### src/exec_pkg.sv
// Contract
// RQ1: a skip-capable instruction that skips nothing costs no extra cycle
// RQ2: skipping a one or two byte instruction costs one extra cycle
// RQ3: skipping a three byte jump or call costs two extra cycles
// RQ4: the table call instruction is always skipped in one cycle
// RQ5: one machine cycle is one cpu clock, divider picks one of four rates
// RQ6: post-increment load: A gets (pointer), low nibble +1, skip on 0
// RQ7: post-decrement load: A gets (pointer), low nibble -1, skip on F
// RQ8: post-increment swap: A swaps (pointer), low nibble +1, skip on 0
// RQ9: post-decrement swap: A swaps (pointer), low nibble -1, skip on F
// RQ10: page-offset table read: pc[11:8] and offset pair, 3 cycles
// RQ11: page-accumulator table read: pc[11:8] and wide accumulator, 3 cycles
// RQ12: four-nibble pointer table read: BC and offset pair, 3 cycles
// RQ13: four-nibble accumulator table read: BC and wide accumulator, 3 cycles
// RQ14: software clears B before any four-nibble table read
// RQ15: pointer-pair data access uses bank enable gating bank number
// RQ16: restricted pointer forms always reach bank zero
// RQ17: direct operands, banking off: low half bank 0, high half bank 15
// RQ18: other moves take one cycle per encoded byte
// RQ19: repeated immediate loads of one string group run only the first
package exec_pkg;
   typedef enum logic [5:0] {
      op_other, op_mov_a_imm, op_mov_reg_imm, op_mov_rp_imm,
      op_ld_a_hl, op_ld_a_hl_inc, op_ld_a_hl_dec, op_ld_a_rpa,
      op_ld_xa_hl, op_st_hl_a, op_st_hl_xa, op_ld_a_mem, op_ld_xa_mem,
      op_st_mem_a, op_st_mem_xa, op_mov_a_reg, op_mov_xa_rp, op_mov_reg_a,
      op_mov_rp_xa, op_xch_a_hl, op_xch_a_hl_inc, op_xch_a_hl_dec,
      op_xch_a_rpa, op_xch_xa_hl, op_xch_a_mem, op_xch_xa_mem,
      op_xch_a_reg, op_xch_xa_rp, op_rom_table_read_page_offset_form, op_rom_table_read_page_accum_form,
      op_rom_table_read_four_nibble_pointer_form, op_rom_table_read_four_nibble_accum_form
   } op_e;
   typedef enum logic [1:0] {am_hl, am_rpa, am_mem} am_e;
   localparam logic [2:0] R_X = 3'h0;
   localparam logic [2:0] R_A = 3'h1;
   localparam logic [2:0] R_C = 3'h3;
   localparam logic [2:0] R_D = 3'h4;
   localparam logic [2:0] R_E = 3'h5;
   localparam logic [2:0] R_H = 3'h6;
   localparam logic [2:0] R_L = 3'h7;
   localparam logic [1:0] RP_XA = 2'h0;
   localparam logic [1:0] RP_HL = 2'h3;
   localparam logic [3:0] BANK0 = 4'h0;
   localparam logic [3:0] BANK15 = 4'hf;
   localparam logic [3:0] NIB_ZERO = 4'h0;
   localparam logic [3:0] NIB_FULL = 4'hf;
   localparam logic [3:0] REG_RESET = 4'h0;
   localparam logic [1:0] LEN_LONG = 2'h3;
   localparam logic [1:0] CYC_ONE = 2'h1;
   localparam logic [1:0] CYC_PTR_STEP = 2'h2;
   localparam logic [1:0] CYC_TABLE = 2'h3;
   localparam logic [1:0] SKIP_SHORT = 2'h1;
   localparam logic [1:0] SKIP_LONG = 2'h2;
   localparam logic [1:0] GRP_NONE = 2'h0;
   localparam logic [1:0] GRP_A = 2'h1;
   localparam logic [1:0] GRP_B = 2'h2;
   // divider terminal counts for the four cpu clock rates
   localparam logic [3:0] DIV_TERM_0 = 4'h0;
   localparam logic [3:0] DIV_TERM_1 = 4'h1;
   localparam logic [3:0] DIV_TERM_2 = 4'h3;
   localparam logic [3:0] DIV_TERM_3 = 4'hf;

   function automatic logic is_step_up(input op_e op);
      return op == op_ld_a_hl_inc || op == op_xch_a_hl_inc;
   endfunction

   function automatic logic is_step_down(input op_e op);
      return op == op_ld_a_hl_dec || op == op_xch_a_hl_dec;
   endfunction

   function automatic logic is_table(input op_e op);
      return op inside {op_rom_table_read_page_offset_form, op_rom_table_read_page_accum_form, op_rom_table_read_four_nibble_pointer_form,
                        op_rom_table_read_four_nibble_accum_form};
   endfunction

   function automatic logic [1:0] grp_of(input op_e op, input logic [1:0] rp);
      if (op == op_mov_a_imm || (op == op_mov_rp_imm && rp == RP_XA)) begin
         return GRP_A;
      end
      if (op == op_mov_rp_imm && rp == RP_HL) begin
         return GRP_B;
      end
      return GRP_NONE;
   endfunction

   function automatic logic [1:0] base_cycles(input op_e op,
                                              input logic [1:0] len);
      if (is_table(op)) begin
         return CYC_TABLE;
      end
      if (is_step_up(op) || is_step_down(op)) begin
         return CYC_PTR_STEP;
      end
      return (len == 2'h0) ? CYC_ONE : len;
   endfunction

   function automatic am_e addr_class(input op_e op);
      if (op == op_ld_a_rpa || op == op_xch_a_rpa) begin
         return am_rpa;
      end
      if (op inside {op_ld_a_mem, op_ld_xa_mem, op_st_mem_a, op_st_mem_xa,
                     op_xch_a_mem, op_xch_xa_mem}) begin
         return am_mem;
      end
      return am_hl;
   endfunction

   function automatic logic writes_ram(input op_e op);
      return op inside {op_st_hl_a, op_st_hl_xa, op_st_mem_a, op_st_mem_xa,
                        op_xch_a_hl, op_xch_a_hl_inc, op_xch_a_hl_dec,
                        op_xch_a_rpa, op_xch_xa_hl, op_xch_a_mem,
                        op_xch_xa_mem};
   endfunction

   function automatic logic is_wide(input op_e op);
      return op inside {op_ld_xa_hl, op_st_hl_xa, op_ld_xa_mem, op_st_mem_xa,
                        op_xch_xa_hl, op_xch_xa_mem};
   endfunction
endpackage

### src/transfer_table_skip_exec.sv
`timescale 1ns/1ps
module transfer_table_skip_exec (
   input wire logic clock,
   input wire logic rst_b,
   input wire logic clk_en,
   input wire logic [1:0] cpu_clock_divider_control,
   input wire logic op_valid,
   input wire exec_pkg::op_e op_code,
   input wire logic [1:0] op_len,
   input wire logic op_table_call,
   input wire logic op_skip_cond,
   input wire logic [2:0] op_reg,
   input wire logic [1:0] op_rp,
   input wire logic [7:0] op_imm,
   input wire logic [11:0] pc,
   input wire logic bank_select_enable,
   input wire logic [3:0] bank_number_register,
   input wire logic [7:0] ram_rdata,
   input wire logic [7:0] rom_data,
   output logic op_ready,
   output logic op_done,
   output logic skip_pending,
   output logic mc_tick,
   output logic ram_we,
   output logic ram_wide,
   output logic [11:0] ram_addr,
   output logic [7:0] ram_wdata,
   output logic [11:0] rom_addr,
   output logic [7:0] wide_accumulator,
   output logic [7:0] data_pointer_pair,
   output logic [7:0] table_offset_pair
);
   import exec_pkg::*;
   typedef enum logic [1:0] {st_idle, st_exec, st_skip} state_e;

   state_e state;
   logic [1:0] count;
   logic [3:0] regs [8];
   logic [3:0] next_regs [8];
   op_e cur_op;
   logic [2:0] cur_reg;
   logic [1:0] cur_rp;
   logic [7:0] cur_imm;
   logic cur_nop;
   logic cur_skc;
   logic cur_wr;
   logic [1:0] last_grp;

   cycle_tick_gen u_tick (
      .clock(clock),
      .rst_b(rst_b),
      .clk_en(clk_en),
      .cpu_clock_divider_control(cpu_clock_divider_control),
      .mc_tick(mc_tick)
   );

   wire last = state != st_idle && count == CYC_ONE;
   wire commit = mc_tick && state == st_exec && count == CYC_ONE;
   wire accept = mc_tick && op_valid && op_ready;
   wire [2:0] pair_hi = {cur_rp, 1'b0};
   wire [2:0] pair_lo = {cur_rp, 1'b1};
   wire skip_set = commit && !cur_nop &&
                   ((is_step_up(cur_op) && next_regs[R_L] == NIB_ZERO) ||
                    (is_step_down(cur_op) && next_regs[R_L] == NIB_FULL) ||
                    (cur_op == op_other && cur_skc));
   // a skip decided at a commit applies to the op taken on that same tick
   wire skipping = skip_pending || skip_set;
   wire [1:0] grp_new = grp_of(op_code, op_rp);
   wire string_nop = grp_new != GRP_NONE && grp_new == last_grp; // [RQ19]
   wire [1:0] skip_cost = (op_table_call || op_len != LEN_LONG) ?
                          SKIP_SHORT : SKIP_LONG; // [RQ2] [RQ3] [RQ4]

   assign op_ready = state == st_idle || last; // [RQ1]
   assign op_done = mc_tick && last;
   assign ram_we = commit && cur_wr && !cur_nop;
   assign wide_accumulator = {regs[R_X], regs[R_A]};
   assign data_pointer_pair = {regs[R_H], regs[R_L]};
   assign table_offset_pair = {regs[R_D], regs[R_E]};

   // addressing for the op being taken, seen through this tick's commit
   wire [7:0] hl_now = {next_regs[R_H], next_regs[R_L]};
   wire [7:0] xa_now = {next_regs[R_X], next_regs[R_A]};
   wire [7:0] de_now = {next_regs[R_D], next_regs[R_E]};
   wire [7:0] rpa_now = op_rp[0] ? {next_regs[R_D], next_regs[R_L]} : de_now;
   wire [3:0] bank_ptr = bank_select_enable ? bank_number_register
                                            : BANK0; // [RQ15]
   wire [3:0] bank_mem = bank_select_enable ? bank_number_register :
                         (op_imm[7] ? BANK15 : BANK0); // [RQ17]
   wire am_e cls = addr_class(op_code);
   wire [11:0] next_ram_addr = (cls == am_rpa) ? {BANK0, rpa_now} : // [RQ16]
                               (cls == am_mem) ? {bank_mem, op_imm} :
                               {bank_ptr, hl_now};
   // bits above the 12-bit rom space are dropped, so B must be zero [RQ14]
   wire [11:0] next_rom_addr =
      (op_code == op_rom_table_read_page_offset_form) ? {pc[11:8], de_now} : // [RQ10]
      (op_code == op_rom_table_read_page_accum_form) ? {pc[11:8], xa_now} : // [RQ11]
      (op_code == op_rom_table_read_four_nibble_pointer_form) ? {next_regs[R_C], de_now} : // [RQ12]
      {next_regs[R_C], xa_now}; // [RQ13]

   always_comb begin
      for (int i = 0; i < 8; i++) begin
         next_regs[i] = regs[i];
      end
      if (commit && !cur_nop) begin
         case (cur_op)
            op_mov_a_imm: next_regs[R_A] = cur_imm[3:0];
            op_mov_reg_imm: next_regs[cur_reg] = cur_imm[3:0];
            op_mov_rp_imm: begin
               next_regs[pair_hi] = cur_imm[7:4];
               next_regs[pair_lo] = cur_imm[3:0];
            end
            op_ld_a_hl, op_ld_a_rpa, op_ld_a_mem, op_xch_a_hl, op_xch_a_rpa,
            op_xch_a_mem: next_regs[R_A] = ram_rdata[3:0];
            op_ld_a_hl_inc, op_xch_a_hl_inc: begin
               next_regs[R_A] = ram_rdata[3:0];
               next_regs[R_L] = regs[R_L] + 4'h1; // [RQ6] [RQ8]
            end
            op_ld_a_hl_dec, op_xch_a_hl_dec: begin
               next_regs[R_A] = ram_rdata[3:0];
               next_regs[R_L] = regs[R_L] - 4'h1; // [RQ7] [RQ9]
            end
            op_ld_xa_hl, op_ld_xa_mem, op_xch_xa_hl, op_xch_xa_mem: begin
               next_regs[R_X] = ram_rdata[7:4];
               next_regs[R_A] = ram_rdata[3:0];
            end
            op_rom_table_read_page_offset_form, op_rom_table_read_page_accum_form, op_rom_table_read_four_nibble_pointer_form, op_rom_table_read_four_nibble_accum_form: begin
               next_regs[R_X] = rom_data[7:4];
               next_regs[R_A] = rom_data[3:0];
            end
            op_mov_a_reg: next_regs[R_A] = regs[cur_reg];
            op_mov_reg_a: next_regs[cur_reg] = regs[R_A];
            op_xch_a_reg: begin
               next_regs[R_A] = regs[cur_reg];
               next_regs[cur_reg] = regs[R_A];
            end
            op_mov_xa_rp: begin
               next_regs[R_X] = regs[pair_hi];
               next_regs[R_A] = regs[pair_lo];
            end
            op_mov_rp_xa: begin
               next_regs[pair_hi] = regs[R_X];
               next_regs[pair_lo] = regs[R_A];
            end
            op_xch_xa_rp: begin
               next_regs[R_X] = regs[pair_hi];
               next_regs[R_A] = regs[pair_lo];
               next_regs[pair_hi] = regs[R_X];
               next_regs[pair_lo] = regs[R_A];
            end
            default: ;
         endcase
      end
   end

   always_ff @(posedge clock or negedge rst_b) begin
      if (!rst_b) begin
         for (int i = 0; i < 8; i++) begin
            regs[i] <= REG_RESET;
         end
         skip_pending <= 1'b0;
      end else if (clk_en) begin
         for (int i = 0; i < 8; i++) begin
            regs[i] <= next_regs[i];
         end
         skip_pending <= skipping && !accept;
      end
   end

   always_ff @(posedge clock or negedge rst_b) begin
      if (!rst_b) begin
         state <= st_idle;
         count <= CYC_ONE;
      end else if (accept) begin
         state <= skipping ? st_skip : st_exec;
         count <= skipping ? skip_cost
                           : base_cycles(op_code, op_len); // [RQ18]
      end else if (mc_tick && state != st_idle) begin
         if (count == CYC_ONE) begin
            state <= st_idle;
         end else begin
            count <= count - 2'h1;
         end
      end
   end

   always_ff @(posedge clock or negedge rst_b) begin
      if (!rst_b) begin
         cur_op <= op_other;
         cur_reg <= 3'h0;
         cur_rp <= 2'h0;
         cur_imm <= 8'h00;
         cur_nop <= 1'b0;
         cur_skc <= 1'b0;
         cur_wr <= 1'b0;
         last_grp <= GRP_NONE;
         ram_addr <= 12'h000;
         ram_wide <= 1'b0;
         ram_wdata <= 8'h00;
         rom_addr <= 12'h000;
      end else if (accept) begin
         cur_op <= op_code;
         cur_reg <= op_reg;
         cur_rp <= op_rp;
         cur_imm <= op_imm;
         cur_nop <= !skipping && string_nop; // [RQ19]
         cur_skc <= op_skip_cond;
         cur_wr <= !skipping && writes_ram(op_code);
         last_grp <= skipping ? GRP_NONE : grp_new;
         ram_addr <= next_ram_addr;
         ram_wide <= is_wide(op_code);
         ram_wdata <= {next_regs[R_X], next_regs[R_A]};
         rom_addr <= next_rom_addr;
      end
   end
endmodule

### src/cycle_tick_gen.sv
`timescale 1ns/1ps
module cycle_tick_gen (
   input wire logic clock,
   input wire logic rst_b,
   input wire logic clk_en,
   input wire logic [1:0] cpu_clock_divider_control,
   output logic mc_tick
);
   import exec_pkg::*;
   logic [3:0] cnt;
   wire [3:0] term = (cpu_clock_divider_control == 2'h0) ? DIV_TERM_0 :
                     (cpu_clock_divider_control == 2'h1) ? DIV_TERM_1 :
                     (cpu_clock_divider_control == 2'h2) ? DIV_TERM_2 :
                     DIV_TERM_3;

   // one machine cycle per divided cpu clock period [RQ5]
   assign mc_tick = clk_en && cnt == 4'h0;

   always_ff @(posedge clock or negedge rst_b) begin
      if (!rst_b) begin
         cnt <= 4'h0;
      end else if (clk_en) begin
         cnt <= (cnt >= term) ? 4'h0 : cnt + 4'h1;
      end
   end
endmodule

### config.mk
export PLATFORM = sky130hd
export DESIGN_NAME = transfer_table_skip_exec
export DESIGN_NICKNAME = d
export VERILOG_FILES = /design/src/exec_pkg.sv /design/src/transfer_table_skip_exec.sv /design/src/cycle_tick_gen.sv
export SDC_FILE = /design/constraint.sdc
export NUM_CORES = 1
export LEC_CHECK = 0
export BUFFER_PORTS_ARGS = -buffer_cell sky130_fd_sc_hd__buf_2
export CORE_MARGIN = 2
export CORE_UTILIZATION = 35
export DETAILED_ROUTE_END_ITERATION = 6
export PLACE_DENSITY = 0.65
export SETUP_SLACK_MARGIN = 0.05
export SYNTH_ARGS = -nofsm -noshare
export SYNTH_HDL_FRONTEND = slang
export SYNTH_SLANG_ARGS = --single-unit
### constraint.sdc
create_clock -name clock -period 10 [get_ports clock]
set_input_delay 2 -clock clock [delete_from_list [all_inputs] [get_ports clock]]
set_output_delay 2 -clock clock [all_outputs]
set_load 0.05 [all_outputs]
==> results.md, run 1 <==
- Final setup viols: 0
- Clock Tree Root: clkbuf_16
- WHS: 0.484 ns
- Synthesized cell area: 6820 um2
- GRT Overall Usage: 21.7%
- Async SR Flop Fraction: 100%
- Failing checks: design-rule violations
- RSZ-0062 raised after global routing: no
- Die area: 20,600 um2
- Hold Crit Class: reg -> reg
- Slew Limit Fails: 0
- Via count: 6,539
- CP Cell Sequence: buf_2, nand4bb_1, clkinv_1, nand2_1, nor2_1, and2_1, buf_2
- Initial antenna violation count: 0
- Syn avg cell area: 8.53 um2
- Commonest non-fill, non-tap cell in the layout: nand2_1
- Fillcell total: 1,971
- Status: finished with violations
- Arrival @ worst endpoint: 3.43 ns
- Clock Skew: 0.0120 ns
- Minimum clock period: 5.43 ns
- Yosys Warn Count: 0
- PwrDens: 265 nW/um2
- Clock latency on the worst-skew pair: 0.37 ns
- Vias/cell: 5.76
- Setup crit start kind: primary input
- Iteration-0 DRC Markers: 785
- Met1 Track Usage GR: 32.2%
- Setup CP Type: in -> out
- Die height: 144 um
- Synth-to-Final Area Change: 13.6%
- Port Buffers: 115
- Register area share after synthesis: 36.0%
- Ys flop type: dfrtp_1
- I/O pin count: 124
- Final TNS setup: 0 ns
- Maxcap violations: 0
- Post-CTS Resized: 0
- WL final: 22.2 mm
- Worst Path Max Fanout: 7
- Crit end category: output pin
- Vias in the first global route: 6,096
- Worst Tran Pin Value: 1.40 ns
- Relative slew slack: 6.18%
- Detailed Place HPWL: 16.4 mm
- CTS tree: built
- H-tree depth: 3
- Rows: 51
- Final Cycle Share: 54.3%
- CTS Buf Count: 9
- Worst vdd ir: 0.198 mV
- Largest delay share family, worst path: simple AND/OR/NAND/NOR gates
- Setup Buffers After CTS: 0
- Crit-path slowest cell: nand4bb_1
- Final hold violation count: 0
- Layout net count: 938
- # DRC: 1
- CP dominant cell by count: buf_2
- Grt ovf: 0
- #FFs+latches synth: 98
- GPL Wtd Cong: 0.967
- Share of cells above drive strength 1: 20.9%
- Fmax: 184 MHz
- GR Layer Usage met2: 32.0%
- Most used routing layer: met1
- Drt wl/cell: 19.5 um
- Critical path buffers and inverters: 3
- Clk sinks: 98
- Most frequent cells in the layout: nand2_1 (131), buf_2 (114), dfrtp_1 (97)
- Largest net degree at the start of global routing: 74
- Die Span X: 144 um
- Max Buffers Root-to-Sink: 2
- Leakage power: 3.38 nW
- Mapped Nets: 872
- Number of library cell types mapped by synthesis: 76
- Met3 track demand over resource: 4.20%
- Gate Count Post-Synth: 800
- Initial Util: 35.4%
- Core area: 19,300 um2
- Largest regs: ram_addr: 12 flops, rom_addr: 12 flops
- Number of synthesized flops with an enable pin: 0
- First-pass GRT wire length: 34.6 mm
- CTS Hold Bufs: 0
- Initial DRT Pass Iterations: 7
- Antenna viol nets, final: 0
- Critical Path RT: 8.00 ns
- Critical Path Max Stage Delay: 0.31 ns
- Clock slew at reported path FFs: 0.07 ns
- Ant diodes: 0
## cells by family (layout without fill, tap and decap cells)
kind of cell    count (synthesis)  count (layout)  synth area share (%)
fa+ha+maj                      10              10                  1.94
xor+xnor                        9               9                  1.16
mux                            38              38                  7.25
flops                          98              98                  36.0
simple gates                  297             297                  21.4
compound gates                252             252                  25.2
buf+inv                        96             167                  6.99
## cell type report
cell class,instances,area [um2],area share (%)
Timing Repair Buffer,124,646,8.33
Sequential cell,98,2450,31.7
Clock inverter,6,80.1,1.03
Clock buffer,10,239,3.08
Tap cell,265,332,4.28
Multi-Input combinational cell,606,3900,50.3
Inverter,27,101,1.31
## metrics by stage
| step | utilization, % | power, W | worst slack (ns) | instances | instance area (um2) |
|---|---|---|---|---|---|
| final | 40.2 | 0.00205 | 4.57 | 1136 | 7750 |
| after detailed placement | 38.6 | 0.00166 | 4.62 | 1120 | 7430 |
| after floorplan | - | 0.00141 | 4.53 | 800 | 6820 |
| after CTS | 40.2 | 0.00204 | 4.61 | 1136 | 7750 |
| after global placement | 38.6 | 0.00165 | 4.65 | 1120 | 7430 |
| after global routing | 40.2 | 0.00218 | 4.52 | 1136 | 7750 |
## power by group
part           switching (W)  leakage, nW  internal [W]
clock               0.000171        0.153      0.000206
combinational       0.000661         1.95      0.000323
sequential          0.000187         1.28      0.000506
total                0.00102         3.38       0.00103
## synth_stat cells, types with 8 or more instances
cell type | n | share of area, %
a21o_1 | 12 | 1.3
a21oi_1 | 41 | 3.0
a221oi_1 | 13 | 1.7
a22o_1 | 21 | 2.7
a22oi_1 | 22 | 2.4
and2_1 | 9 | 0.83
buf_4 | 28 | 3.1
clkbuf_1 | 34 | 1.9
dfrtp_1 | 97 | 36
ha_1 | 9 | 1.7
inv_1 | 25 | 1.4
mux2_2 | 11 | 1.8
mux2i_1 | 19 | 2.8
mux4_2 | 8 | 2.6
nand2_1 | 131 | 7.2
nand2b_1 | 13 | 1.2
nand3_1 | 13 | 0.95
nor2_1 | 48 | 2.6
nor2b_1 | 13 | 1.2
nor3_1 | 13 | 0.95
nor3b_1 | 8 | 0.88
o21ai_0 | 65 | 4.8
## metal layers
| metal | wire (um) | up-vias |
|---|---|---|
| met5 | 0 | - |
| met4 | 430 | 0 |
| met3 | 1920 | 25 |
| met2 | 9760 | 316 |
| met1 | 10100 | 3153 |
| li1 | - | 3045 |
## final timing paths
kind	start	endpoint	slack, ns	cells past startpoint
worst max-delay path	clk_en	ram_we	4.57	7
worst min-delay path	cur_skc	cur_skc	0.48	2
worst max register to register	cur_op[2]	count[1]	5.90	8
worst min register to register	cur_skc	cur_skc	0.48	2
max in group asynchronous	rst_b	last_grp[0]	7.18	2
min in group asynchronous	rst_b	regs[21]	1.55	1
## worst reg2reg max path: cells and delay by family (launching register included)
family	cells	cell delay, ns
AND/OR/NAND/NOR	4	2.16
flip-flops	1	0.64
AO/OA/AOI/OAI	4	1.14
(Power assumes the default switching activity.)
==> run 2, diff against run 1 <==
--- a/config.mk
+++ b/config.mk
@@ -9,7 +9,7 @@
 export CORE_MARGIN = 2
 export CORE_UTILIZATION = 35
 export DETAILED_ROUTE_END_ITERATION = 6
-export PLACE_DENSITY = 0.65
+export PLACE_DENSITY = 0.67
 export SETUP_SLACK_MARGIN = 0.05
 export SYNTH_ARGS = -nofsm -noshare
 export SYNTH_HDL_FRONTEND = slang
==> constraint.sdc (replaced) <==
create_clock -name clock -period 4.84 [get_ports clock]
set_input_delay 0.968 -clock clock [delete_from_list [all_inputs] [get_ports clock]]
set_output_delay 0.968 -clock clock [all_outputs]
set_load 0.05 [all_outputs]
==> run 2 against run 1 <==
- the run now ends clean
- setup slack got worse by 3.6 ns
- highest routed layer unchanged
- critical endpoint is now count[0]
- design area rose by 0.27%
- wire length fell by 0.41%
- global-route usage rose by 0.097 points
- sequential share of layout area fell by 0.087 points
- total power rose by 100%
- first-iteration DRC count fell by 2.8%
- die area did not move
- utilization rose by 0.11 points
- final cell count rose by 0.53%
- hold slack got worse by 0.0047 ns
- via count rose by 0.32%
==> results.md, run 2 (same netlist as run 1, synthesis figures left out) <==
- Sw Share: 50.0%
- Clk sinks: 98
- Final setup viols: 0
- Via count: 6,560
- Maxcap violations: 0
- Arrival @ worst endpoint: 4.12 ns
- H-tree depth: 3
- Iteration-0 DRC Markers: 763
- Cell area after layout: 7770 um2
- Layout net count: 944
- Fillcell total: 1,995
- Share of cells above drive strength 1: 21.4%
- Rows: 51
- RSZ-0062 raised after global routing: no
- Max Buffers Root-to-Sink: 2
- Setup CP Type: reg -> reg
- Drt wl/cell: 19.3 um
- Vias/cell: 5.74
- Comb pwr share: 51.2%
- Setup Buffers After CTS: 0
- Detailed Place HPWL: 16.6 mm
- Largest delay share family, worst path: compound AO/OA/AOI/OAI gates
- Synth-to-Final Area Change: 14.0%
- Largest regs: ram_addr: 12 flops, rom_addr: 12 flops
- Critical path depth: 11
- Placed Area: 7480 um2
- Minimum clock period: 3.83 ns
- CTS Buf Count: 9
- Sequential share of power: 31.7%
- Post-CTS Resized: 0
- Ant diodes: 0
- Most frequent cells in the layout: nand2_1 (131), buf_2 (114), dfrtp_1 (97)
- Multi-input logic area: 3900 um2
- Core area: 19,300 um2
- Slew Limit Fails: 0
- Worst vdd ir: 0.359 mV
- Largest net degree at the start of global routing: 77
- Fmax: 261 MHz
- Crit end category: flop
- Clock Tree Root: clkbuf_16
- Initial DRT Pass Iterations: 6
- Status: finished, final reports clean
- Grt ovf: 0
- Final Util: 40.3%
- Port Buffers: 115
- Final Cycle Share: 79.1%
- # DRC: 0
- Final hold violation count: 0
- Register area: 2450 um2
- Non-Filler Instances: 1,142
- Hold Crit Class: reg -> reg
- CTS Hold Bufs: 0
- Antenna viol nets, final: 0
- CTS tree: built
- PwrDens: 540 nW/um2
- WL final: 22.1 mm
- Worst hold stages: 2
- Critical Path RT: 5.13 ns
- Die Span X: 144 um
- Crit-path slowest cell: dfrtp_1
- CP Cell Sequence: or3b_2, a21oi_2, inv_2, fa_1, xnor2_1, a32oi_1, a31o_1, a221o_1, or4_4, a31oi_4, mux2i_1
- Worst Tran Pin Value: 0.996 ns
- Internal power: 0.00210 W
- Setup crit start kind: flop
- Dpl cells: 1,126
- Die area: 20,600 um2
- WHS: 0.479 ns
- Initial Util: 35.4%
- Worst Path Max Fanout: 16
- Clock slew at reported path FFs: 0.08 ns
- Final TNS setup: 0 ns
- GPL Wtd Cong: 0.968
- I/O pin count: 124
- Clock power share: 17.1%
- Critical Path Max Stage Delay: 0.58 ns
- Reg2reg path depth: 11
- Relative slew slack: 33.6%
- Vias in the first global route: 6,118
- GRT Overall Usage: 21.8%
- Leakage power: 3.41 nW
- First-pass GRT wire length: 34.6 mm
- Initial antenna violation count: 0
- Commonest non-fill, non-tap cell in the layout: nand2_1
- Net Sw Power: 0.00210 W
- Clock latency on the worst-skew pair: 0.36 ns
- Critical path buffers and inverters: 1
- Clock Skew: 0.0120 ns
- Die height: 144 um
-- run 2: cell count changes in the layout (fill, tap and decap cells not counted) --
cell and change:
clkinvlp_4 -1, inv_6 -2, clkbuf_8 -1, clkinv_4 +2, clkinv_2 +1, inv_8 +2
buf_4 +6, bufinv_16 -1
-- run 2: area by class of cell --
type / count / area share [%]
clock buffer: 9 / 2.90
clock inverter: 7 / 0.901
multi-input combinational: 606 / 50.2
timing repair buffer: 130 / 8.89
sequential: 98 / 31.6
tap: 265 / 4.27
inverter: 27 / 1.30
-- run 2: worst paths after layout --
kind / start / to / slack [ns]
max: cur_op[5] / count[0] / 1.01
max reg2reg: cur_op[5] / count[0] / 1.01
min reg2reg: ram_addr[7] / ram_addr[7] / 0.48
min in group asynchronous: rst_b / wide_accumulator[6] / 0.76
max in group asynchronous: rst_b / count[0] / 3.09
min: ram_addr[7] / ram_addr[7] / 0.48
-- run 2: through the flow --
stage	worst slack, ns	power (W)
global route	0.873	0.00447
global placement	0.849	0.00344
detailed placement	0.831	0.00346
CTS	1.02	0.00419
floorplan	1.36	0.00292
finish	1.01	0.00420
-- run 2: per-layer routing --
layer	vias up	GRT usage, %	wire length, um
met3	43	5.23	2120
met1	3144	31.0	9770
met2	323	31.3	9430
met4	0	9.49	759
met5	-	0	0
li1	3050	-	-
-- run 2: tightest hold or removal path, stage by stage (launching register included) --
cell     delay (ns)
dfrtp_1        0.34
nand2_1        0.04
o21ai_0        0.06
-- run 2: power by group through the flow --
stage | registers, W | logic, W | clock network, W
3_3_place_gp | 0.00134 | 0.00210 | 0
6_report | 0.00133 | 0.00215 | 0.000717
3_5_place_dp | 0.00133 | 0.00212 | 0
5_1_grt | 0.00137 | 0.00233 | 0.000770
4_1_cts | 0.00133 | 0.00213 | 0.000739
2_1_floorplan | 0.00154 | 0.00138 | 0
